===== src/design/cal_scale_cfg.svh =====
`ifndef CAL_SCALE_CFG_SVH
`define CAL_SCALE_CFG_SVH
`define NUM_CH 8
`define CH_STRIDE 16'h0010
`define IDX_SETTINGS 16'h0800
`define IDX_RAW 16'h080E
`define IDX_FACTORY 16'h080F
`define IDX_DIAG 16'h0A00
`define SUB_SCALE_EN 8'h01
`define SUB_PRESENT 8'h02
`define SUB_USER_CAL_EN 8'h0A
`define SUB_FACTORY_EN 8'h0B
`define SUB_SCALE_OFS 8'h11
`define SUB_SCALE_GAIN 8'h12
`define SUB_USER_CAL_OFS 8'h17
`define SUB_USER_CAL_GAIN 8'h18
`define SUB_FACTORY_OFS 8'h01
`define SUB_FACTORY_GAIN 8'h02
`define SUB_RAW 8'h01
`define SUB_DIAG_OVERTEMP 8'h01
`define SUB_DIAG_SHORT 8'h02
`define SUB_DIAG_SUPPLY_LOW 8'h03
`define SUB_DIAG_AUX_LOW 8'h04
`define SUB_DIAG_AUX_STATE 8'h05
`define RST_SCALE_EN 1'h0
`define RST_USER_CAL_EN 1'h0
`define RST_FACTORY_EN 1'h1
`define RST_PRESENT 2'h0
`define RST_SCALE_OFS 16'h0000
`define RST_SCALE_GAIN 32'h00010000
`define RST_USER_CAL_OFS 16'h0000
`define RST_USER_CAL_GAIN 16'h4000
`define RST_FACTORY_OFS 16'h0000
`define RST_FACTORY_GAIN 16'h4000
`define GAIN16_SHIFT 14
`define GAIN32_SHIFT 16
`define FIFO_DEPTH 8
`endif


===== src/design/cal_scale_pkg.sv =====
package cal_scale_pkg;
	typedef enum logic [1:0] {
		PRES_SIGNED,
		PRES_UNSIGNED,
		PRES_ABS_SIGN
	} presentation_t;
	typedef enum logic {
		ST_IDLE,
		ST_EMIT
	} pipe_state_t;
endpackage : cal_scale_pkg


===== src/design/cal_scale.sv =====
`include "cal_scale_cfg.svh"
// Summary of operation
// - Factory stage output is factory gain times (input minus factory offset).
// - Factory gain and offset are constants; parameter writes cannot change them.
// - Cleared per-channel factory enable passes the value through uncorrected.
// - User calibration output is user gain times (input minus user offset).
// - User calibration off after reset; active only when its channel flag is set.
// - User calibration offset and gain come from two writable per-channel parameters.
// - Scaling output is scaling gain times (input minus scaling offset).
// - Scaling off after reset; active only when its channel flag is set.
// - Scaling offset and gain come from two writable per-channel parameters.
// - Range status bits are derived from the user-calibrated value.
// - Output presented signed, unsigned with negative values clamped to zero, or sign-magnitude.
module cal_scale (
	input wire logic mclk,
	input wire logic rst,
	input wire logic sample_valid,
	output logic sample_ready,
	input wire logic [2:0] sample_ch,
	input wire logic [15:0] sample_raw,
	output logic value_valid,
	input wire logic value_ready,
	output logic [2:0] value_ch,
	output logic [15:0] value_data,
	output logic [1:0] value_range,
	input wire logic par_req,
	input wire logic par_write,
	input wire logic [15:0] par_index,
	input wire logic [7:0] par_sub,
	input wire logic [31:0] par_wdata,
	output logic par_ack,
	output logic par_err,
	output logic [31:0] par_rdata,
	input wire logic overtemp_pin,
	input wire logic short_pin,
	input wire logic supply_low_pin,
	input wire logic aux_supply_low_pin,
	input wire logic aux_supply_state_pin
);
	localparam int N = `NUM_CH;
	logic scale_en_reg [N], scale_en_next [N];
	logic ucal_en_reg [N], ucal_en_next [N];
	logic fcal_en_reg [N], fcal_en_next [N];
	logic [1:0] pres_reg [N], pres_next [N];
	logic [15:0] scale_ofs_reg [N], scale_ofs_next [N];
	logic [31:0] scale_gain_reg [N], scale_gain_next [N];
	logic [15:0] ucal_ofs_reg [N], ucal_ofs_next [N];
	logic [15:0] ucal_gain_reg [N], ucal_gain_next [N];
	logic [15:0] raw_reg [N], raw_next [N];
	logic [4:0] diag_s1_reg, diag_s2_reg;
	logic par_ack_reg, par_ack_next, par_err_reg, par_err_next;
	logic [31:0] par_rdata_reg, par_rdata_next;
	logic [2:0] acc_ch;
	logic acc_hit;
	logic [15:0] acc_base;

	// Channel decode of the parameter index
	always_comb begin
		acc_base = par_index - `IDX_SETTINGS;
		acc_ch = acc_base[6:4];
		acc_hit = (acc_base[15:7] == 9'h000);
	end

	always_comb begin
		par_ack_next = par_req;
		par_err_next = 1'b0;
		par_rdata_next = 32'h00000000;
		if (par_req && (par_index == `IDX_DIAG)) begin
			par_err_next = par_write;
			case (par_sub)
				`SUB_DIAG_OVERTEMP: par_rdata_next = {31'h0, diag_s2_reg[0]};
				`SUB_DIAG_SHORT: par_rdata_next = {31'h0, diag_s2_reg[1]};
				`SUB_DIAG_SUPPLY_LOW: par_rdata_next = {31'h0, diag_s2_reg[2]};
				`SUB_DIAG_AUX_LOW: par_rdata_next = {31'h0, diag_s2_reg[3]};
				`SUB_DIAG_AUX_STATE: par_rdata_next = {31'h0, diag_s2_reg[4]};
				default: par_err_next = 1'b1;
			endcase
		end else if (par_req && acc_hit && (acc_base[3:0] == 4'h0)) begin
			case (par_sub)
				`SUB_SCALE_EN: par_rdata_next = {31'h0, scale_en_reg[acc_ch]};
				`SUB_PRESENT: par_rdata_next = {30'h0, pres_reg[acc_ch]};
				`SUB_USER_CAL_EN: par_rdata_next = {31'h0, ucal_en_reg[acc_ch]};
				`SUB_FACTORY_EN: par_rdata_next = {31'h0, fcal_en_reg[acc_ch]};
				`SUB_SCALE_OFS: par_rdata_next = {16'h0, scale_ofs_reg[acc_ch]};
				`SUB_SCALE_GAIN: par_rdata_next = scale_gain_reg[acc_ch];
				`SUB_USER_CAL_OFS: par_rdata_next = {16'h0, ucal_ofs_reg[acc_ch]};
				`SUB_USER_CAL_GAIN: par_rdata_next = {16'h0, ucal_gain_reg[acc_ch]};
				default: par_err_next = 1'b1;
			endcase
			if (par_write && (par_sub == `SUB_PRESENT) && (par_wdata[1:0] == 2'h3)) begin
				par_err_next = 1'b1;
			end
		end else if (par_req && acc_hit && (acc_base[3:0] == 4'hE)) begin
			par_err_next = par_write || (par_sub != `SUB_RAW);
			par_rdata_next = {16'h0, raw_reg[acc_ch]};
		end else if (par_req && acc_hit && (acc_base[3:0] == 4'hF)) begin
			// Factory coefficients are readable, never writable
			par_err_next = par_write;
			case (par_sub)
				`SUB_FACTORY_OFS: par_rdata_next = {16'h0, `RST_FACTORY_OFS};
				`SUB_FACTORY_GAIN: par_rdata_next = {16'h0, `RST_FACTORY_GAIN};
				default: par_err_next = 1'b1;
			endcase
		end else if (par_req) begin
			par_err_next = 1'b1;
		end
		if (par_write) begin
			par_rdata_next = 32'h00000000;
		end
	end

	generate
		for (genvar c = 0; c < N; c++) begin : g_regs
			logic wr;
			always_comb begin
				wr = par_req && par_write && acc_hit && (acc_base[3:0] == 4'h0)
					&& (acc_ch == 3'(c));
				scale_en_next[c] = scale_en_reg[c];
				ucal_en_next[c] = ucal_en_reg[c];
				fcal_en_next[c] = fcal_en_reg[c];
				pres_next[c] = pres_reg[c];
				scale_ofs_next[c] = scale_ofs_reg[c];
				scale_gain_next[c] = scale_gain_reg[c];
				ucal_ofs_next[c] = ucal_ofs_reg[c];
				ucal_gain_next[c] = ucal_gain_reg[c];
				raw_next[c] = raw_reg[c];
				if (sample_valid && sample_ready && (sample_ch == 3'(c))) begin
					raw_next[c] = sample_raw;
				end
				if (wr) begin
					case (par_sub)
						`SUB_SCALE_EN: scale_en_next[c] = par_wdata[0];
						`SUB_USER_CAL_EN: ucal_en_next[c] = par_wdata[0];
						`SUB_FACTORY_EN: fcal_en_next[c] = par_wdata[0];
						`SUB_PRESENT: begin
							if (par_wdata[1:0] != 2'h3) begin
								pres_next[c] = par_wdata[1:0];
							end
						end
						`SUB_SCALE_OFS: scale_ofs_next[c] = par_wdata[15:0];
						`SUB_SCALE_GAIN: scale_gain_next[c] = par_wdata;
						`SUB_USER_CAL_OFS: ucal_ofs_next[c] = par_wdata[15:0];
						`SUB_USER_CAL_GAIN: ucal_gain_next[c] = par_wdata[15:0];
						default: ;
					endcase
				end
			end
			always_ff @(posedge mclk or posedge rst) begin
				if (rst) begin
					scale_en_reg[c] <= `RST_SCALE_EN;
					ucal_en_reg[c] <= `RST_USER_CAL_EN;
					fcal_en_reg[c] <= `RST_FACTORY_EN;
					pres_reg[c] <= `RST_PRESENT;
					scale_ofs_reg[c] <= `RST_SCALE_OFS;
					scale_gain_reg[c] <= `RST_SCALE_GAIN;
					ucal_ofs_reg[c] <= `RST_USER_CAL_OFS;
					ucal_gain_reg[c] <= `RST_USER_CAL_GAIN;
					raw_reg[c] <= 16'h0000;
				end else begin
					scale_en_reg[c] <= scale_en_next[c];
					ucal_en_reg[c] <= ucal_en_next[c];
					fcal_en_reg[c] <= fcal_en_next[c];
					pres_reg[c] <= pres_next[c];
					scale_ofs_reg[c] <= scale_ofs_next[c];
					scale_gain_reg[c] <= scale_gain_next[c];
					ucal_ofs_reg[c] <= ucal_ofs_next[c];
					ucal_gain_reg[c] <= ucal_gain_next[c];
					raw_reg[c] <= raw_next[c];
				end
			end
		end
	endgenerate

	// Saturate a wide signed value to 16 bits
	function automatic logic [15:0] sat16(input logic signed [63:0] v);
		if (v > 64'sd32767) begin
			sat16 = 16'h7FFF;
		end else if (v < -64'sd32768) begin
			sat16 = 16'h8000;
		end else begin
			sat16 = v[15:0];
		end
	endfunction : sat16

	// Correction datapath, one combinational pass per accepted sample
	logic [15:0] f_out, u_out, s_out, p_out;
	logic [1:0] range_flag;
	logic signed [63:0] f_wide, u_wide, s_wide;
	logic [2:0] ch;
	logic fifo_ready;
	always_comb begin
		ch = sample_ch;
		f_wide = (64'(signed'(`RST_FACTORY_GAIN)) * (64'(signed'(sample_raw))
			- 64'(signed'(`RST_FACTORY_OFS)))) >>> `GAIN16_SHIFT;
		f_out = fcal_en_reg[ch] ? sat16(f_wide) : sample_raw;
		u_wide = (64'(signed'(ucal_gain_reg[ch])) * (64'(signed'(f_out))
			- 64'(signed'(ucal_ofs_reg[ch])))) >>> `GAIN16_SHIFT;
		u_out = ucal_en_reg[ch] ? sat16(u_wide) : f_out;
		// Range status: bit0 at positive limit, bit1 at negative limit
		range_flag = {u_out == 16'h8000, u_out == 16'h7FFF};
		s_wide = (64'(signed'(scale_gain_reg[ch])) * (64'(signed'(u_out))
			- 64'(signed'(scale_ofs_reg[ch])))) >>> `GAIN32_SHIFT;
		s_out = scale_en_reg[ch] ? sat16(s_wide) : u_out;
		case (cal_scale_pkg::presentation_t'(pres_reg[ch]))
			cal_scale_pkg::PRES_SIGNED: p_out = s_out;
			cal_scale_pkg::PRES_UNSIGNED: p_out = s_out[15] ? 16'h0000 : s_out;
			cal_scale_pkg::PRES_ABS_SIGN: begin
				p_out = s_out[15] ? {1'b1, 15'(16'(-s_out))} : s_out;
				if (s_out == 16'h8000) begin
					p_out = 16'hFFFF;
				end
			end
			default: p_out = s_out;
		endcase
	end

	logic fifo_valid;
	logic [20:0] fifo_data;
	logic out_valid_reg, out_valid_next;
	logic [20:0] out_reg, out_next;
	cal_fifo #(.WIDTH(21), .DEPTH(`FIFO_DEPTH)) u_fifo (
		.mclk(mclk),
		.rst(rst),
		.in_valid(sample_valid),
		.in_ready(fifo_ready),
		.in_data({range_flag, ch, p_out}),
		.out_valid(fifo_valid),
		.out_ready(!out_valid_reg || value_ready),
		.out_data(fifo_data)
	);
	assign sample_ready = fifo_ready;

	always_comb begin
		out_valid_next = out_valid_reg;
		out_next = out_reg;
		if (!out_valid_reg || value_ready) begin
			out_valid_next = fifo_valid;
			if (fifo_valid) begin
				out_next = fifo_data;
			end
		end
	end

	always_ff @(posedge mclk or posedge rst) begin
		if (rst) begin
			out_valid_reg <= 1'b0;
			out_reg <= '0;
			par_ack_reg <= 1'b0;
			par_err_reg <= 1'b0;
			par_rdata_reg <= 32'h00000000;
			diag_s1_reg <= 5'h00;
			diag_s2_reg <= 5'h00;
		end else begin
			out_valid_reg <= out_valid_next;
			out_reg <= out_next;
			par_ack_reg <= par_ack_next;
			par_err_reg <= par_err_next;
			par_rdata_reg <= par_rdata_next;
			diag_s1_reg <= {aux_supply_state_pin, aux_supply_low_pin, supply_low_pin,
				short_pin, overtemp_pin};
			diag_s2_reg <= diag_s1_reg;
		end
	end

	assign value_valid = out_valid_reg;
	assign value_range = out_reg[20:19];
	assign value_ch = out_reg[18:16];
	assign value_data = out_reg[15:0];
	assign par_ack = par_ack_reg;
	assign par_err = par_err_reg;
	assign par_rdata = par_rdata_reg;
endmodule : cal_scale


===== src/design/cal_fifo.sv =====
module cal_fifo #(
	parameter int WIDTH = 19,
	parameter int DEPTH = 8
) (
	input wire logic mclk,
	input wire logic rst,
	input wire logic in_valid,
	output logic in_ready,
	input wire logic [WIDTH-1:0] in_data,
	output logic out_valid,
	input wire logic out_ready,
	output logic [WIDTH-1:0] out_data
);
	localparam int AW = $clog2(DEPTH);
	logic [WIDTH-1:0] mem [DEPTH];
	logic [AW-1:0] wr_reg, wr_next, rd_reg, rd_next;
	logic [AW:0] cnt_reg, cnt_next;
	logic push, pop;
	logic in_ready_reg, in_ready_next;

	always_comb begin
		push = in_valid && in_ready;
		pop = out_valid && out_ready;
		wr_next = push ? AW'(wr_reg + 1'b1) : wr_reg;
		rd_next = pop ? AW'(rd_reg + 1'b1) : rd_reg;
		cnt_next = (AW+1)'(cnt_reg + (push ? 1'b1 : 1'b0) - (pop ? 1'b1 : 1'b0));
		in_ready_next = (cnt_next != (AW+1)'(DEPTH));
	end

	always_ff @(posedge mclk or posedge rst) begin
		if (rst) begin
			wr_reg <= '0;
			rd_reg <= '0;
			cnt_reg <= '0;
			in_ready_reg <= 1'b1;
		end else begin
			wr_reg <= wr_next;
			rd_reg <= rd_next;
			cnt_reg <= cnt_next;
			in_ready_reg <= in_ready_next;
		end
	end

	always_ff @(posedge mclk) begin
		if (push) begin
			mem[wr_reg] <= in_data;
		end
	end

	assign in_ready = in_ready_reg;
	assign out_valid = (cnt_reg != '0);
	assign out_data = mem[rd_reg];
endmodule : cal_fifo


===== config.mk =====
export PLATFORM = sky130hd
export DESIGN_NAME = cal_scale
export DESIGN_NICKNAME = d
export VERILOG_FILES = /design/src/design/cal_scale_pkg.sv /design/src/design/cal_scale.sv /design/src/design/cal_fifo.sv
export VERILOG_INCLUDE_DIRS = /design/src /design/src/design
export SDC_FILE = /design/constraint.sdc
export NUM_CORES = 2
export LEC_CHECK = 0
export BUFFER_PORTS_ARGS = -buffer_cell sky130_fd_sc_hd__buf_2
export CAP_MARGIN = 20
export CORE_MARGIN = 2
export CORE_UTILIZATION = 60
export CTS_CLUSTER_DIAMETER = 40
export DETAILED_ROUTE_END_ITERATION = 8
export GPL_ROUTABILITY_DRIVEN = 0
export PLACE_DENSITY = 0.78
export SYNTH_ARGS = -nofsm -noshare
export SYNTH_HDL_FRONTEND = slang
export SYNTH_HIERARCHICAL = 1
export SYNTH_SLANG_ARGS = --single-unit
export TNS_END_PERCENT = 30

===== constraint.sdc =====
create_clock -name mclk -period 57.4 [get_ports mclk]
set_clock_uncertainty 0.05 [all_clocks]
set_input_delay 5.74 -clock mclk [delete_from_list [all_inputs] [get_ports mclk]]
set_output_delay 5.74 -clock mclk [all_outputs]
set_load 0.01 [all_outputs]

==> run_results.csv <==
group,metric,value,unit
outcome,status,"finished clean",
setup_path,slowest_delay,0.70,ns
setup_path,r2r_end,"u_fifo/mem[0][7]$_DFFE_PP_",
layout,drive_gt1_frac,0.274,
die,rows,136,
placement,dpl_cell_area,85700,um2
sta,hold_viol_final,0,
synth,synthTopCellsByArea,"dfrtp_1 (26%), fa_1 (19%), mux2_2 (12%), mux4_2 (10%), edfxtp_1 (6.1%)",
setup_path,cp_data_required_time,57.84,ns
synth,synth_compound_area_frac,0.0425,
detailed_routing,drtPass1Iterations,8,
synth,synth_fa_ha_area_frac,0.227,
pwr,max-vdd-ir-drop,0.0000462,V
clock_network,cts.path.max_buffers,3,
sta,relSlewSlack,0.170,
die,fp.dieArea,142000,um2
setup_path,rrSetupSlack,33.68,ns
die,core,138000,um2
layout,utilization,0.660,
setup_path,worst_path_max_delay_cell,"nor3_2",
clock_network,cts_tree,"yes",
synth,synth_top_family_by_area,"multiplexers",
synth,synth_commonest_cells,"inv_1 (914), mux2_2 (903), dfrtp_1 (860)",
sta,setup_tns,0,ns
sta,setup_viol,0,
global_routing,grt_pass1_vias,60536,
clock_network,cts_hold_buf,0,
clock_network,cts.sinks,1053,
layout,regArea,27200,um2
global_routing,grt_usage,0.332,
detailed_routing,drt_iter0_drc,5827,
setup_path,r2r-start,"ucal_ofs_reg[112]$_DFFE_PP0P_",
synth,yosysTopAreaCell,"dfrtp_1",
synth,synth_warnings,6,
die,ios,143,
pwr,leakage,0.0429,uW
clock_network,cts_setup_buffers,0,
setup_path,worstPathArrival,29.97,ns
sta,tightest_slew,1.21,ns
clock_network,numCtsBuffers,137,
sta,slew_viol_final,0,
detailed_routing,viasPerCell,6.45,
setup_path,crit_path_start_kind,"primary input",
layout,largest_reg_flops,256,
synth,yosys_register_bits,1053,
clock_network,h-tree-depth,4,
synth,synthDistinctLibCells,108,
layout,syn2layout_area_growth,9.13,%
clock_network,cts-root-buf,"clkbuf_16",
synth,syn-num-nets,8005,
clock_network,ctsResizeCount,0,
synth,synth_ff_type,"dfrtp_1",
layout,multi_input_area,51100,um2
placement,io_buffers,142,
setup_path,reg2reg_depth,84,
sta,period_needed,29.53,ns
layout,final_area,90800,um2
global_routing,grt_max_degree,141,
global_routing,antenna_found_initial,24,
clock_network,path_clk_slew,0.06,ns
placement,dp_hpwl,158000,um
synth,synthMuxAreaShare,0.253,
detailed_routing,drtAntennaViolNets,0,
die,fp.dieH,376,um
synth,syn_inst,6890,
die,die_x,376,um
layout,fillers,9798,
min_path,hold_depth,0,
pwr,power,2060,uW
synth,async_reset_ff_frac,0.840,
synth,synth-edff-count,168,
setup_path,crit_path_end,"u_fifo/mem[0][7]$_DFFE_PP_",
pwr,power-per-cell-area,22.7,nW/um2
clock_network,clock_latency,0.80,ns
synth,postSynthAreaPerCell,12.1,um2
layout,final_net_count,7989,
sta,max_clock_freq,33.9,MHz
die,floorplan.initialDensity,0.605,
synth,synthSimpleGateAreaFrac,0.0772,
job,cap_violations,0,
setup_path,worst_setup_path_end_kind,"flop",
synth,synth_most_common_cell,"inv_1",
setup_path,crit_start,"sample_ch[0]",
detailed_routing,routed_wl,229000,um
setup_path,worst-setup-path-type,"in2reg",
sta,final.period_utilization,0.515,
setup_path,path_max_fanout,83,
detailed_routing,route.detailed.drc,0,
detailed_routing,vias,56696,
synth,synth.top_cell.area_share,0.259,
sta,rsz0062_at_grt,"false",
detailed_routing,routedWlPerCell,26.1,um
synth,synthXorXnorAreaFrac,0.0117,
synth,synth-seq-area-share,0.327,
setup_path,cp_common_cell,"fa_1",
global_routing,grt_pass1_wl,355000,um
global_routing,gr-total-overflow,0,
synth,syn_area,83200,um2
min_path,hold_class,"reg2reg",
==> critical path: cells and delay by family <==
kind                     cells  cell delay (ns)
AO/OA/AOI/OAI               36             9.13
XOR/XNOR                     1             0.62
adder cells (fa/ha/maj)     19             8.42
buffers and inverters       13             2.04
multiplexers                 2             0.48
AND/OR/NAND/NOR             13             3.17
==> metrics by stage <==
| step | cells | setup slack, ns | hold slack, ns |
|---|---|---|---|
| global placement | 8515 | 27.86 | 0.285 |
| detailed placement | 8518 | 27.33 | 0.286 |
| global route | 8783 | 26.29 | 0.289 |
| finish | 8788 | 27.87 | 0.290 |
| CTS | 8771 | 28.15 | 0.291 |
| floorplan | 6890 | 27.09 | 0.281 |
==> per-layer routing <==
metal | track usage | share of wire | vias to the layer above
met5 | 0.0103 | 0.0015 | -
met4 | 0.134 | 0.043 | 30
met3 | 0.0973 | 0.11 | 616
met2 | 0.524 | 0.47 | 3108
met1 | 0.433 | 0.37 | 29556
li1 | - | - | 23386
==> kinds of logic after synthesis <==
family / after synthesis
AOI/OAI and AO/OA: 512
xor gates and xnor gates: 110
adders and majority gates: 1032
buffers and inverters: 1341
DFF: 1053
muxes: 1466
and+or+nand+nor: 1376
==> worst min path at each step <==
stage,start,to,slack [ns]
after floorplan,diag_s1_reg[0]$_DFF_PP0_,diag_s2_reg[0]$_DFF_PP0_,0.28
after global placement,diag_s1_reg[3]$_DFF_PP0_,diag_s2_reg[3]$_DFF_PP0_,0.28
after detailed placement,diag_s1_reg[3]$_DFF_PP0_,diag_s2_reg[3]$_DFF_PP0_,0.29
after CTS,diag_s1_reg[3]$_DFF_PP0_,diag_s2_reg[3]$_DFF_PP0_,0.29
after global routing,diag_s1_reg[3]$_DFF_PP0_,diag_s2_reg[3]$_DFF_PP0_,0.29
final,diag_s1_reg[3]$_DFF_PP0_,diag_s2_reg[3]$_DFF_PP0_,0.29
==> cells in the final DEF (no fill, tap or decap), types with 21 or more instances in the layout <==
master / count
ha_1: 231
nand2_1: 540
o21ai_0: 79
nor3_1: 28
nor2b_1: 87
edfxtp_1: 168
nand3_1: 34
buf_2: 137
buf_4: 117
mux4_2: 372
o22ai_1: 45
a21oi_1: 131
nor2_1: 346
mux2_2: 903
fa_1: 798
or3_1: 21
xor2_1: 29
dfrtp_1: 859
inv_1: 913
mux2i_1: 153
mux4_1: 36
nand4_1: 39
dfstp_2: 25
clkbuf_16: 137
and2_1: 99
xnor2_1: 71
nand2b_1: 70
a21o_1: 74
o21bai_1: 22
==> power by group <==
group          switching, uW  internal, uW  leakage [uW]
Clock                    367           547       0.00241
Combinational            182           132        0.0270
Sequential              23.4           812        0.0135
==> layout make-up <==
type                    instances  area share
multi-input cells            4496       0.563
flip-flops and latches       1053       0.300
clock buffers                 168      0.0407
inverters                     915      0.0379
well taps                    1794      0.0247
repair buffers                271      0.0203
clock inverters                85      0.0140
diodes                          6    0.000165
Power figures use the tool's default switching activity.
